[config.mk]
export PLATFORM = sky130hd
export DESIGN_NAME = cvr_ctrl
export DESIGN_NICKNAME = d
export VERILOG_FILES = /design/src/rtl/cvr_pkg.sv /design/src/rtl/cvr_result_latch.sv /design/src/rtl/cvr_ctrl.sv
export SDC_FILE = /design/constraint.sdc
export NUM_CORES = 1
export LEC_CHECK = 0
export ABC_CLOCK_PERIOD_IN_PS = 1800
export BUFFER_PORTS_ARGS = -buffer_cell sky130_fd_sc_hd__buf_2
export CORE_ASPECT_RATIO = 0.9
export CORE_UTILIZATION = 37
export CTS_CLUSTER_SIZE = 12
export DETAILED_ROUTE_END_ITERATION = 8
export GPL_TIMING_DRIVEN = 0
export PLACE_DENSITY = 0.86
export SETUP_SLACK_MARGIN = 0.2
export SLEW_MARGIN = 10
export SYNTH_ARGS = -nofsm -noshare
export SYNTH_HDL_FRONTEND = slang
export SYNTH_SLANG_ARGS = --single-unit
[constraint.sdc]
create_clock -name clk_i -period 1.8 [get_ports clk_i]
set_clock_uncertainty 0.1 [all_clocks]
set_input_delay 0.18 -clock clk_i [delete_from_list [all_inputs] [get_ports clk_i]]
set_output_delay 0.18 -clock clk_i [all_outputs]
set_load 0.03 [all_outputs]
[src/rtl/cvr_pkg.sv]
/*
  Shared constants for the comparator and voltage reference control block:
  register offsets, field positions, reset values and the comparator modes.
  Assumes a 32-bit classic Wishbone bus with byte addresses; every register
  takes one aligned word and carries 8 bits in the low byte.
*/
package cvr_pkg;

  // Register byte offsets.
  localparam logic [7:0] CMP_CTRL_OFS = 8'h00;
  localparam logic [7:0] REF_CTRL_OFS = 8'h04;
  localparam logic [7:0] FLAGS_OFS = 8'h08;
  localparam logic [7:0] ENABLES_OFS = 8'h0C;
  localparam logic [7:0] PRIORITY_OFS = 8'h10;

  // Comparator control fields.
  localparam int SECOND_RESULT_BIT = 7;
  localparam int FIRST_RESULT_BIT = 6;
  localparam int SECOND_INVERT_BIT = 5;
  localparam int FIRST_INVERT_BIT = 4;
  localparam int INPUT_SWITCH_BIT = 3;
  localparam int MODE_MSB = 2;

  // Reference control fields.
  localparam int REF_POWER_BIT = 7;
  localparam int REF_PIN_OE_BIT = 6;
  localparam int REF_RANGE_BIT = 5;
  localparam int REF_SOURCE_BIT = 4;
  localparam int REF_LEVEL_MSB = 3;

  // Interrupt flag, enable and priority bit position.
  localparam int CMP_IRQ_BIT = 6;

  // Reset values.
  localparam logic [7:0] CMP_CTRL_RST = 8'h00;
  localparam logic [7:0] REF_CTRL_RST = 8'h00;
  localparam logic [7:0] FLAGS_RST = 8'h00;
  localparam logic [7:0] ENABLES_RST = 8'h00;
  localparam logic [7:0] PRIORITY_RST = 8'h40;

  // Comparator modes named by this block.
  typedef enum logic [2:0] {
    CVR_MODE_RESET = 3'b000,
    CVR_MODE_INTREF = 3'b110,
    CVR_MODE_OFF = 3'b111
  } cvr_mode_t;

endpackage : cvr_pkg

[src/rtl/cvr_result_latch.sv]
/*
  Holds the comparator results last seen by software and flags a mismatch
  against the live, polarity-corrected results.
  Assumes results are synchronous to clk_i and that capture_i pulses on each
  software access of the comparator control register.
*/
`timescale 1ns/1ps
module cvr_result_latch #(
  parameter int N = 2
) (
  // Clock and reset
  input wire logic clk_i,
  input wire logic rst_i,
  // Live results and capture strobe
  input wire logic [N-1:0] result_i,
  input wire logic capture_i,
  // Mismatch indication
  output logic mismatch_o
);

  logic [N-1:0] seen_q;
  logic [N-1:0] diff;

  genvar g;
  generate
    for (g = 0; g < N; g++) begin : g_bit
      always_ff @(posedge clk_i) begin
        if (rst_i) begin
          seen_q[g] <= 1'b0;
        end else if (capture_i) begin
          seen_q[g] <= result_i[g];
        end
      end
      assign diff[g] = seen_q[g] ^ result_i[g];
    end
  endgenerate

  // A mismatch asserts while the live results differ from those captured at the last access.
  assign mismatch_o = |diff;

endmodule : cvr_result_latch

[src/rtl/cvr_ctrl.sv]
/*
  Control logic of a dual comparator and a 16-level voltage reference, with a
  classic Wishbone register slave and a level interrupt.
  Assumes all inputs are synchronous to clk_i and that the analog parts obey
  the power, mode and tap controls driven here.
*/
// Implementation choices: the address map and the Wishbone interface to the registers.
// Function
// - In sleep an active comparator keeps running and its enabled interrupt wakes the device.
// - Mode 111 switches both comparators off.
// - Waking from sleep leaves the comparator control register unchanged.
// - Reset loads comparator control with its reset value, mode 000.
// - Both comparators stay powered down throughout reset.
// - Reference offers 16 levels in each of two ranges, plus power-down.
// - Range bit picks 0 to 0.625 in 24ths, or 0.25 to 0.71875 in 32nds.
// - Source bit picks the external reference pins, else the supply rails.
// - Four-bit level field takes 0 to 15 and selects the ladder tap.
// - Reference drives its pin only when pin direction is input and output enable set.
// - Reset clears reference enable, output enable, range and level bits.
// - Waking from sleep leaves the reference control register unchanged.
// - Reference works regardless of the comparator mode.
// - Mode 110 routes the internal reference to both positive comparator inputs.
// - Any result change sets the flag, repeatedly until comparator control is accessed.
// - Result bits are read-only; each inverts when its own invert bit is set.
`timescale 1ns/1ps
module cvr_ctrl #(
  parameter int ADDR_W = 8
) (
  // Clock and reset
  input wire logic clk_i,
  input wire logic rst_i,
  // Wishbone slave
  input wire logic cyc_i,
  input wire logic stb_i,
  input wire logic we_i,
  input wire logic [ADDR_W-1:0] adr_i,
  input wire logic [3:0] sel_i,
  input wire logic [31:0] dat_i,
  output logic [31:0] dat_o,
  output logic ack_o,
  // Analog comparator side
  input wire logic first_comparator_raw_i,
  input wire logic second_comparator_raw_i,
  output logic [1:0] comparator_power_o,
  output logic [2:0] comparator_mode_field_o,
  output logic comparator_input_switch_o,
  output logic reference_to_positive_inputs_o,
  // Resistor ladder side
  output logic reference_power_enable_o,
  output logic reference_range_select_o,
  output logic reference_source_select_o,
  output logic [3:0] reference_level_field_o,
  input wire logic port_f_direction_5_i,
  output logic reference_output_pin_drive_o,
  // Power state and interrupt
  input wire logic sleep_i,
  output logic irq_o,
  output logic comparator_interrupt_priority_o,
  output logic wake_o
);

  logic [7:0] cmp_ctrl_q;
  logic [7:0] ref_ctrl_q;
  logic [7:0] flags_q;
  logic [7:0] enables_q;
  logic [7:0] priority_q;
  logic [1:0] power_q;
  logic ack_q;
  logic [31:0] dat_q;
  logic req;
  logic fire;
  logic wr_fire;
  logic cmp_access;
  logic first_result;
  logic second_result;
  logic mismatch;
  logic [7:0] rd_mux;

  // Register address decode, shared by the write and read paths.
  function automatic logic hit(input logic [ADDR_W-1:0] adr, input logic [7:0] ofs);
    hit = (adr[7:0] == ofs);
  endfunction : hit

  // A new request is answered one cycle later; the write lands on the edge
  // at which the master samples ack, so both sides agree on the moment.
  assign req = cyc_i && stb_i && !ack_q;
  assign fire = cyc_i && stb_i && ack_q;
  assign wr_fire = fire && we_i && sel_i[0];
  assign cmp_access = fire && hit(adr_i, cvr_pkg::CMP_CTRL_OFS);

  always_ff @(posedge clk_i) begin
    if (rst_i) begin
      ack_q <= 1'b0;
    end else begin
      ack_q <= req;
    end
  end

  // Comparator control; result bits are not stored, so writes cannot touch them.
  always_ff @(posedge clk_i) begin
    if (rst_i) begin
      cmp_ctrl_q <= cvr_pkg::CMP_CTRL_RST;
    end else if (wr_fire && hit(adr_i, cvr_pkg::CMP_CTRL_OFS)) begin
      cmp_ctrl_q <= {2'b00, dat_i[5:0]};
    end
  end

  // Sleep has no path into either control register, so a wake finds them intact.
  always_ff @(posedge clk_i) begin
    if (rst_i) begin
      ref_ctrl_q <= cvr_pkg::REF_CTRL_RST;
    end else if (wr_fire && hit(adr_i, cvr_pkg::REF_CTRL_OFS)) begin
      ref_ctrl_q <= dat_i[7:0];
    end
  end

  always_ff @(posedge clk_i) begin
    if (rst_i) begin
      enables_q <= cvr_pkg::ENABLES_RST;
      priority_q <= cvr_pkg::PRIORITY_RST;
    end else begin
      if (wr_fire && hit(adr_i, cvr_pkg::ENABLES_OFS)) begin
        enables_q <= dat_i[7:0] & (8'h01 << cvr_pkg::CMP_IRQ_BIT);
      end
      if (wr_fire && hit(adr_i, cvr_pkg::PRIORITY_OFS)) begin
        priority_q <= dat_i[7:0] & (8'h01 << cvr_pkg::CMP_IRQ_BIT);
      end
    end
  end

  // Polarity-corrected results as software sees them.
  assign first_result = first_comparator_raw_i ^ cmp_ctrl_q[cvr_pkg::FIRST_INVERT_BIT];
  assign second_result = second_comparator_raw_i ^ cmp_ctrl_q[cvr_pkg::SECOND_INVERT_BIT];

  cvr_result_latch #(
    .N(2)
  ) u_latch (
    .clk_i(clk_i),
    .rst_i(rst_i),
    .result_i({second_result, first_result}),
    .capture_i(cmp_access),
    .mismatch_o(mismatch)
  );

  // Writing one clears the flag, but a mismatch in the same cycle wins.
  always_ff @(posedge clk_i) begin
    if (rst_i) begin
      flags_q <= cvr_pkg::FLAGS_RST;
    end else begin
      flags_q[cvr_pkg::CMP_IRQ_BIT] <= mismatch ||
        (flags_q[cvr_pkg::CMP_IRQ_BIT] &&
         !(wr_fire && hit(adr_i, cvr_pkg::FLAGS_OFS) && dat_i[cvr_pkg::CMP_IRQ_BIT]));
    end
  end

  // Power follows the mode one cycle late and is forced off by reset.
  always_ff @(posedge clk_i) begin
    if (rst_i) begin
      power_q <= 2'b00;
    end else if (cmp_ctrl_q[cvr_pkg::MODE_MSB:0] == cvr_pkg::CVR_MODE_OFF) begin
      power_q <= 2'b00;
    end else begin
      power_q <= 2'b11;
    end
  end

  always_comb begin
    rd_mux = 8'h00;
    unique case (1'b1)
      hit(adr_i, cvr_pkg::CMP_CTRL_OFS): rd_mux = {second_result, first_result, cmp_ctrl_q[5:0]};
      hit(adr_i, cvr_pkg::REF_CTRL_OFS): rd_mux = ref_ctrl_q;
      hit(adr_i, cvr_pkg::FLAGS_OFS): rd_mux = flags_q;
      hit(adr_i, cvr_pkg::ENABLES_OFS): rd_mux = enables_q;
      hit(adr_i, cvr_pkg::PRIORITY_OFS): rd_mux = priority_q;
      default: rd_mux = 8'h00;
    endcase
  end

  // Read data is captured with the request so it is steady while ack is high.
  always_ff @(posedge clk_i) begin
    if (rst_i) begin
      dat_q <= 32'h0000_0000;
    end else if (req) begin
      dat_q <= {24'h00_0000, rd_mux};
    end
  end

  assign dat_o = dat_q;
  assign ack_o = ack_q;

  assign comparator_power_o = power_q;
  assign comparator_mode_field_o = cmp_ctrl_q[cvr_pkg::MODE_MSB:0];
  assign comparator_input_switch_o = cmp_ctrl_q[cvr_pkg::INPUT_SWITCH_BIT];
  assign reference_to_positive_inputs_o =
    (cmp_ctrl_q[cvr_pkg::MODE_MSB:0] == cvr_pkg::CVR_MODE_INTREF);

  // The ladder decodes range, source and tap; mode plays no part here.
  assign reference_power_enable_o = ref_ctrl_q[cvr_pkg::REF_POWER_BIT];
  assign reference_range_select_o = ref_ctrl_q[cvr_pkg::REF_RANGE_BIT];
  assign reference_source_select_o = ref_ctrl_q[cvr_pkg::REF_SOURCE_BIT];
  assign reference_level_field_o = ref_ctrl_q[cvr_pkg::REF_LEVEL_MSB:0];
  assign reference_output_pin_drive_o =
    port_f_direction_5_i && ref_ctrl_q[cvr_pkg::REF_PIN_OE_BIT];

  assign irq_o = |(flags_q & enables_q);
  assign comparator_interrupt_priority_o = priority_q[cvr_pkg::CMP_IRQ_BIT];
  assign wake_o = sleep_i && irq_o;
endmodule : cvr_ctrl

# ---- Yosys cells after proc, flatten, opt, wreduce, memory -nomap -nowiden
# Index checks and enable logic that the tools add are counted.
dict set report op_classes {
  add_sub_neg 0
  n_mul 0
  div 0
  n_lt_le_gt_ge 0
  n_eq_ne 6
  n_shift 0
  mux 2
  bitwise 5
  n_reduce_logical 21
}
# cell n
set op_table {}
lappend op_table {{8-bit one-hot mux with 5 select lines} 1}
lappend op_table {{8-bit by 4-bit equality test with 1-bit output, second input constant} 2}
lappend op_table {{1-bit logical AND} 15}
lappend op_table {{8-bit by 3-bit equality test with 1-bit output, second input constant} 1}
lappend op_table {{8-bit by 5-bit equality test with 1-bit output, second input constant} 1}
lappend op_table {{8-bit logical NOT} 1}
lappend op_table {{8-bit OR reduction} 1}
lappend op_table {{7-bit bitwise AND} 1}
lappend op_table {{3-bit equality test, second input constant} 2}
lappend op_table {{1-bit XOR} 4}
lappend op_table {{1-bit logical NOT} 2}
lappend op_table {{2-bit 2-to-1 mux} 1}
lappend op_table {{2-bit OR reduction} 1}
lappend op_table {{1-bit logical OR} 1}
dict set report totals {
  regBits 30
  latch_bits 0
  mem_bits_rw 0
  mem_bits_ro 0
  in_bits 53
  output_inout_bits 51
  wordCells 44
  n_memories 0
}

# ---- Longest topological paths before layout
dict set report logic_depth {
  word_depth 9
  ltp_mapped 5
  ltp_nobuf 4
}

# ---- Modules after synthesis
# From an unflattened synthesis, not the netlist that was laid out.
dict set report hier_totals {
  hier_cells 174
  area_unflattened_um2 1577.8
}
# module n_inst cells_per_inst area_each_um2 seq_area_each_um2
set modules_own_cells {}
lappend modules_own_cells {cvr_ctrl 1 165 1488.9 540.5}
lappend modules_own_cells {cvr_result_latch 1 9 88.8 40.0}

# ---- Worst setup path after synthesis
# Ideal clock, no wire load.
dict set report synth_timing {
  kind {input-to-reg}
  startpoint {input port adr_i[5]}
  endpoint {register ref_ctrl_q[7]}
  setup_ns 0.128
  arrival_ns 1.691
  required_time_ns 1.572
  path_slack_ns -0.119
  stages 5
  path_buffers 1
  path_cell_list {or4_4 > buf_6 > nor4_4 > mux2i_1 > nor2_1}
}
dict set report synth_via {
  elab_chain_cells 2
}
# item line_no
set synth_lines {}
lappend synth_lines {{start, declared} cvr_ctrl.sv:36} ;# input wire logic [ADDR_W-1:0] adr_i,
lappend synth_lines {{8-bit by 3-bit equality test with 1-bit output} cvr_ctrl.sv:81} ;# hit = (adr[7:0] == ofs);
lappend synth_lines {{1-bit logical AND} cvr_ctrl.sv:112} ;# end else if (wr_fire && hit(adr_i, cvr_pkg::REF_CTRL_OFS)) begin
lappend synth_lines {{end signal, assigned} cvr_ctrl.sv:111} ;# ref_ctrl_q <= cvr_pkg::REF_CTRL_RST;
lappend synth_lines {{end signal, assigned} cvr_ctrl.sv:113} ;# ref_ctrl_q <= dat_i[7:0];
lappend synth_lines {{end, declared} cvr_ctrl.sv:63} ;# logic [7:0] ref_ctrl_q;
# Every way passes these cells.
# A chain may end at the register's enable or synchronous reset.

# ---- Worst setup path after layout
dict set report layout_timing {
  startpoint {input port adr_i[7]}
  endpoint {register cmp_ctrl_q[1]}
}
dict set report layout_via {
  elab_chain_cells 2
}
# item line_no
set layout_lines {}
lappend layout_lines {{8-bit logical NOT} cvr_ctrl.sv:81}
lappend layout_lines {{1-bit logical AND} cvr_ctrl.sv:103} ;# end else if (wr_fire && hit(adr_i, cvr_pkg::CMP_CTRL_OFS)) begin
lappend layout_lines {{end signal, assigned} cvr_ctrl.sv:102} ;# cmp_ctrl_q <= cvr_pkg::CMP_CTRL_RST;
lappend layout_lines {{end signal, assigned} cvr_ctrl.sv:104} ;# cmp_ctrl_q <= {2'b00, dat_i[5:0]};
lappend layout_lines {{end, declared} cvr_ctrl.sv:62} ;# logic [7:0] cmp_ctrl_q;
# Every way passes these cells.

==> impl_metrics.json <==
{
  "status": "completed",
  "antenna_cells": 0,
  "netlist_area_um2": 1550,
  "netlist-cell-type-count": 36,
  "htreeDepth": 2,
  "die_x_um": 70.3,
  "power_density_nw_per_um2": 736,
  "syn_avg_cell_area_um2": 9.03,
  "dpl-instance-area_um2": 1970,
  "cts.sinks": 29,
  "ir_drop_uv": 402,
  "top_usage_layer": "met2",
  "cts_max_path_buffers": 2,
  "dieArea_um2": 4460,
  "cpPeakStageDelay_ns": 0.53,
  "syn_inst": 172,
  "period_share_pct": 91.6,
  "rsz0062_at_grt": "yes",
  "firstDrtPassIters": 4,
  "synth_compound_area_share_pct": 9.75,
  "wire_per_inst_um": 12.2,
  "yosys.area_share.simple_pct": 20.5,
  "post-route-util_pct": 56.9,
  "r2r_slack_ns": 0.28,
  "grt_pass1_wl_mm": 5.90,
  "hold_depth": 3,
  "worstPathRequired_ns": 1.85,
  "grt_use_met3_pct": 6.56,
  "cp_cell_sequence": "buf_6 > or4_4 > buf_8 > nor4_4 > buf_4 > mux2i_1 > nor2_1",
  "synth_top_area_share_pct": 37.4,
  "ys.warnings.count": 0,
  "antenna_left": 0,
  "crit_fanout": 7,
  "avgViaCountPerCell": 4.58,
  "ys.flop_type": "dfxtp_1",
  "hpwl_mm": 2.71,
  "power_leakage_nw": 1.05,
  "worstSetupStartpointType": "input port",
  "clk_latency_ns": 0.28,
  "drcViolationCount": 0,
  "grt_start_max_net_pins": 11,
  "crit_family": "simple AND/OR/NAND/NOR gates",
  "fmax_mhz": 607,
  "clk_pin_slew_ns": 0.06,
  "worstHoldStart": "dat_i[7]",
  "finalNetCount": 312,
  "grt_pass1_vias": 1302,
  "crit_buf_inv": 3,
  "fillers": 367,
  "fin_crit_ns": 1.65,
  "min_to": "ref_ctrl_q[7]",
  "slew_headroom_pct": 60.5,
  "slew_viol_final": 0,
  "place.gp.congestion": 0.822,
  "cts_root_buf": "clkbuf_8",
  "cpMaxStageDelayCell": "or4_4",
  "gr-total-overflow": 0,
  "dp.cells": 293,
  "num_rows": 21,
  "boundaryPins": 104,
  "drive_gt1_share_pct": 44.6,
  "cts_buffers": 5,
  "rr_startpoint": "ack_o",
  "mostFrequentLayoutCells": "buf_2 (50), buf_4 (35), nor2_1 (30)",
  "timing.final.hold_violations": 0,
  "syn2layout_area_growth_pct": 41.7,
  "synth.mux.area_fraction_pct": 12.4,
  "critical_path_class": "in2reg",
  "finalInstanceArea_um2": 2200,
  "portBuffers": 52,
  "yosys-top-cells-area": "dfxtp_1 (37%), buf_4 (15%), mux2i_1 (11%), nor2_1 (7.5%), a211oi_1 (3.4%)",
  "max-cap-violations": 0,
  "vias": 1400,
  "endpoint_kind": "register",
  "yosysSeqAreaShare_pct": 37.4,
  "cts_tree": "built",
  "reg2reg_to": "cmp_ctrl_q[1]",
  "synth_xor_xnor_area_share_pct": 2.26,
  "wirelength_mm": 3.73,
  "hold_ws_ns": 0.0396,
  "worstMarginPinSlew_ns": 0.592,
  "ff2ff_path_depth": 5,
  "synth_top_family_by_area": "simple AND/OR/NAND/NOR gates",
  "die_h_um": 63.5,
  "synth_largest_area_cell": "dfxtp_1",
  "yosys.area_share.adder_pct": 0,
  "synth-seq-cells": 29,
  "instances_no_fill": 306,
  "setup_violations": 0,
  "final_common_cell": "buf_2",
  "use_met1_pct": 20.4,
  "arrival_ns": 1.70,
  "core_area_um2": 3860,
  "drt_iter0_drc": 97,
  "antenna_found_initial": 0,
  "synth-edff-count": 0,
  "grtUsageMet2_pct": 27.0,
  "grt_usage_pct": 17.1,
  "cts_hold_buffers": 0,
  "hp-class": "in2reg",
  "async_flop_share_pct": 0,
  "start_util_pct": 40.2
}
==> worst min-delay path: stages <==
cell,delay [ns]
buf_2,0.07
mux2i_1,0.05
nor2_1,0.07
==> where the power goes <==
group	switching [mW]	total (mW)	internal, mW
clock	0.238	0.688	0.450
combinational	0.170	0.268	0.0982
sequential	0.00763	0.663	0.655
total	0.415	1.62	1.20
==> sequential cells by signal, indices dropped and copies added (netlist names) <==
| signal | count |
|---|---|
| comparator_power_o | 1 |
| cmp_ctrl_q | 6 |
| flags_q | 1 |
| enables_q | 1 |
| ack_o | 1 |
| ref_ctrl_q | 8 |
| priority_q | 1 |
| u_latch.seen_q | 2 |
| dat_o | 8 |
==> cell usage after synthesis (2+ instances only) <==
library cell	number
a211oi_1	7
buf_4	32
xor2_1	2
nor4_4	2
xnor2_1	2
a31oi_1	2
nor4_1	2
dfxtp_1	29
mux2i_1	17
or2_2	2
nand2_1	10
clkbuf_1	3
and2_1	2
mux2_2	2
a21oi_1	7
nor2_1	31
==> kinds of logic after synthesis <==
| group | count (synthesis) |
|---|---|
| other | 1 |
| DFF | 29 |
| muxes | 19 |
| xor gates and xnor gates | 4 |
| AOI/OAI and AO/OA | 22 |
| buffers and inverters | 38 |
| and+or+nand+nor | 59 |
==> how the worst max path moves through the flow <==
stage	start	cells past startpoint	end
2_1_floorplan	adr_i[5]	5	ref_ctrl_q[7]
3_3_place_gp	adr_i[4]	6	ref_ctrl_q[6]
3_5_place_dp	adr_i[4]	6	ref_ctrl_q[0]
4_1_cts	adr_i[5]	7	ref_ctrl_q[1]
5_1_grt	adr_i[7]	7	ref_ctrl_q[6]
6_report	adr_i[7]	7	cmp_ctrl_q[1]
==> per-stage QoR <==
stage / setup TNS (ns) / setup WS, ns / power (mW)
after floorplan: -0.835 / -0.101 / 0.864
after global placement: -7.98 / -0.471 / 0.924
after detailed placement: -8.35 / -0.486 / 0.929
after CTS: 0 / 0.160 / 1.62
after global routing: 0 / 0.0987 / 1.68
final: 0 / 0.152 / 1.62
==> cell type report <==
type	instances	area, um^2	area share (%)
Buffer	37	270	12.3
Tap cell	46	57.6	2.62
Multi-Input combinational cell	128	845	38.4
Sequential cell	29	581	26.4
Timing Repair Buffer	57	327	14.8
Clock buffer	7	86.3	3.92
Inverter	1	3.75	0.171
Clock inverter	1	30.0	1.37
==> metal layers <==
layer  share of wire, %  vias up
met5                  0        -
li1                   -      714
met1                 45      629
met3                8.0        2
met4               0.83        0
met2                 46       55
==> what timing repair did <==
item	CTS	global route
setup endpoints to repair	22	25
resized for setup	3	11
pin swaps	4	7
setup buffers	4	1
(Power assumes the default switching activity.)
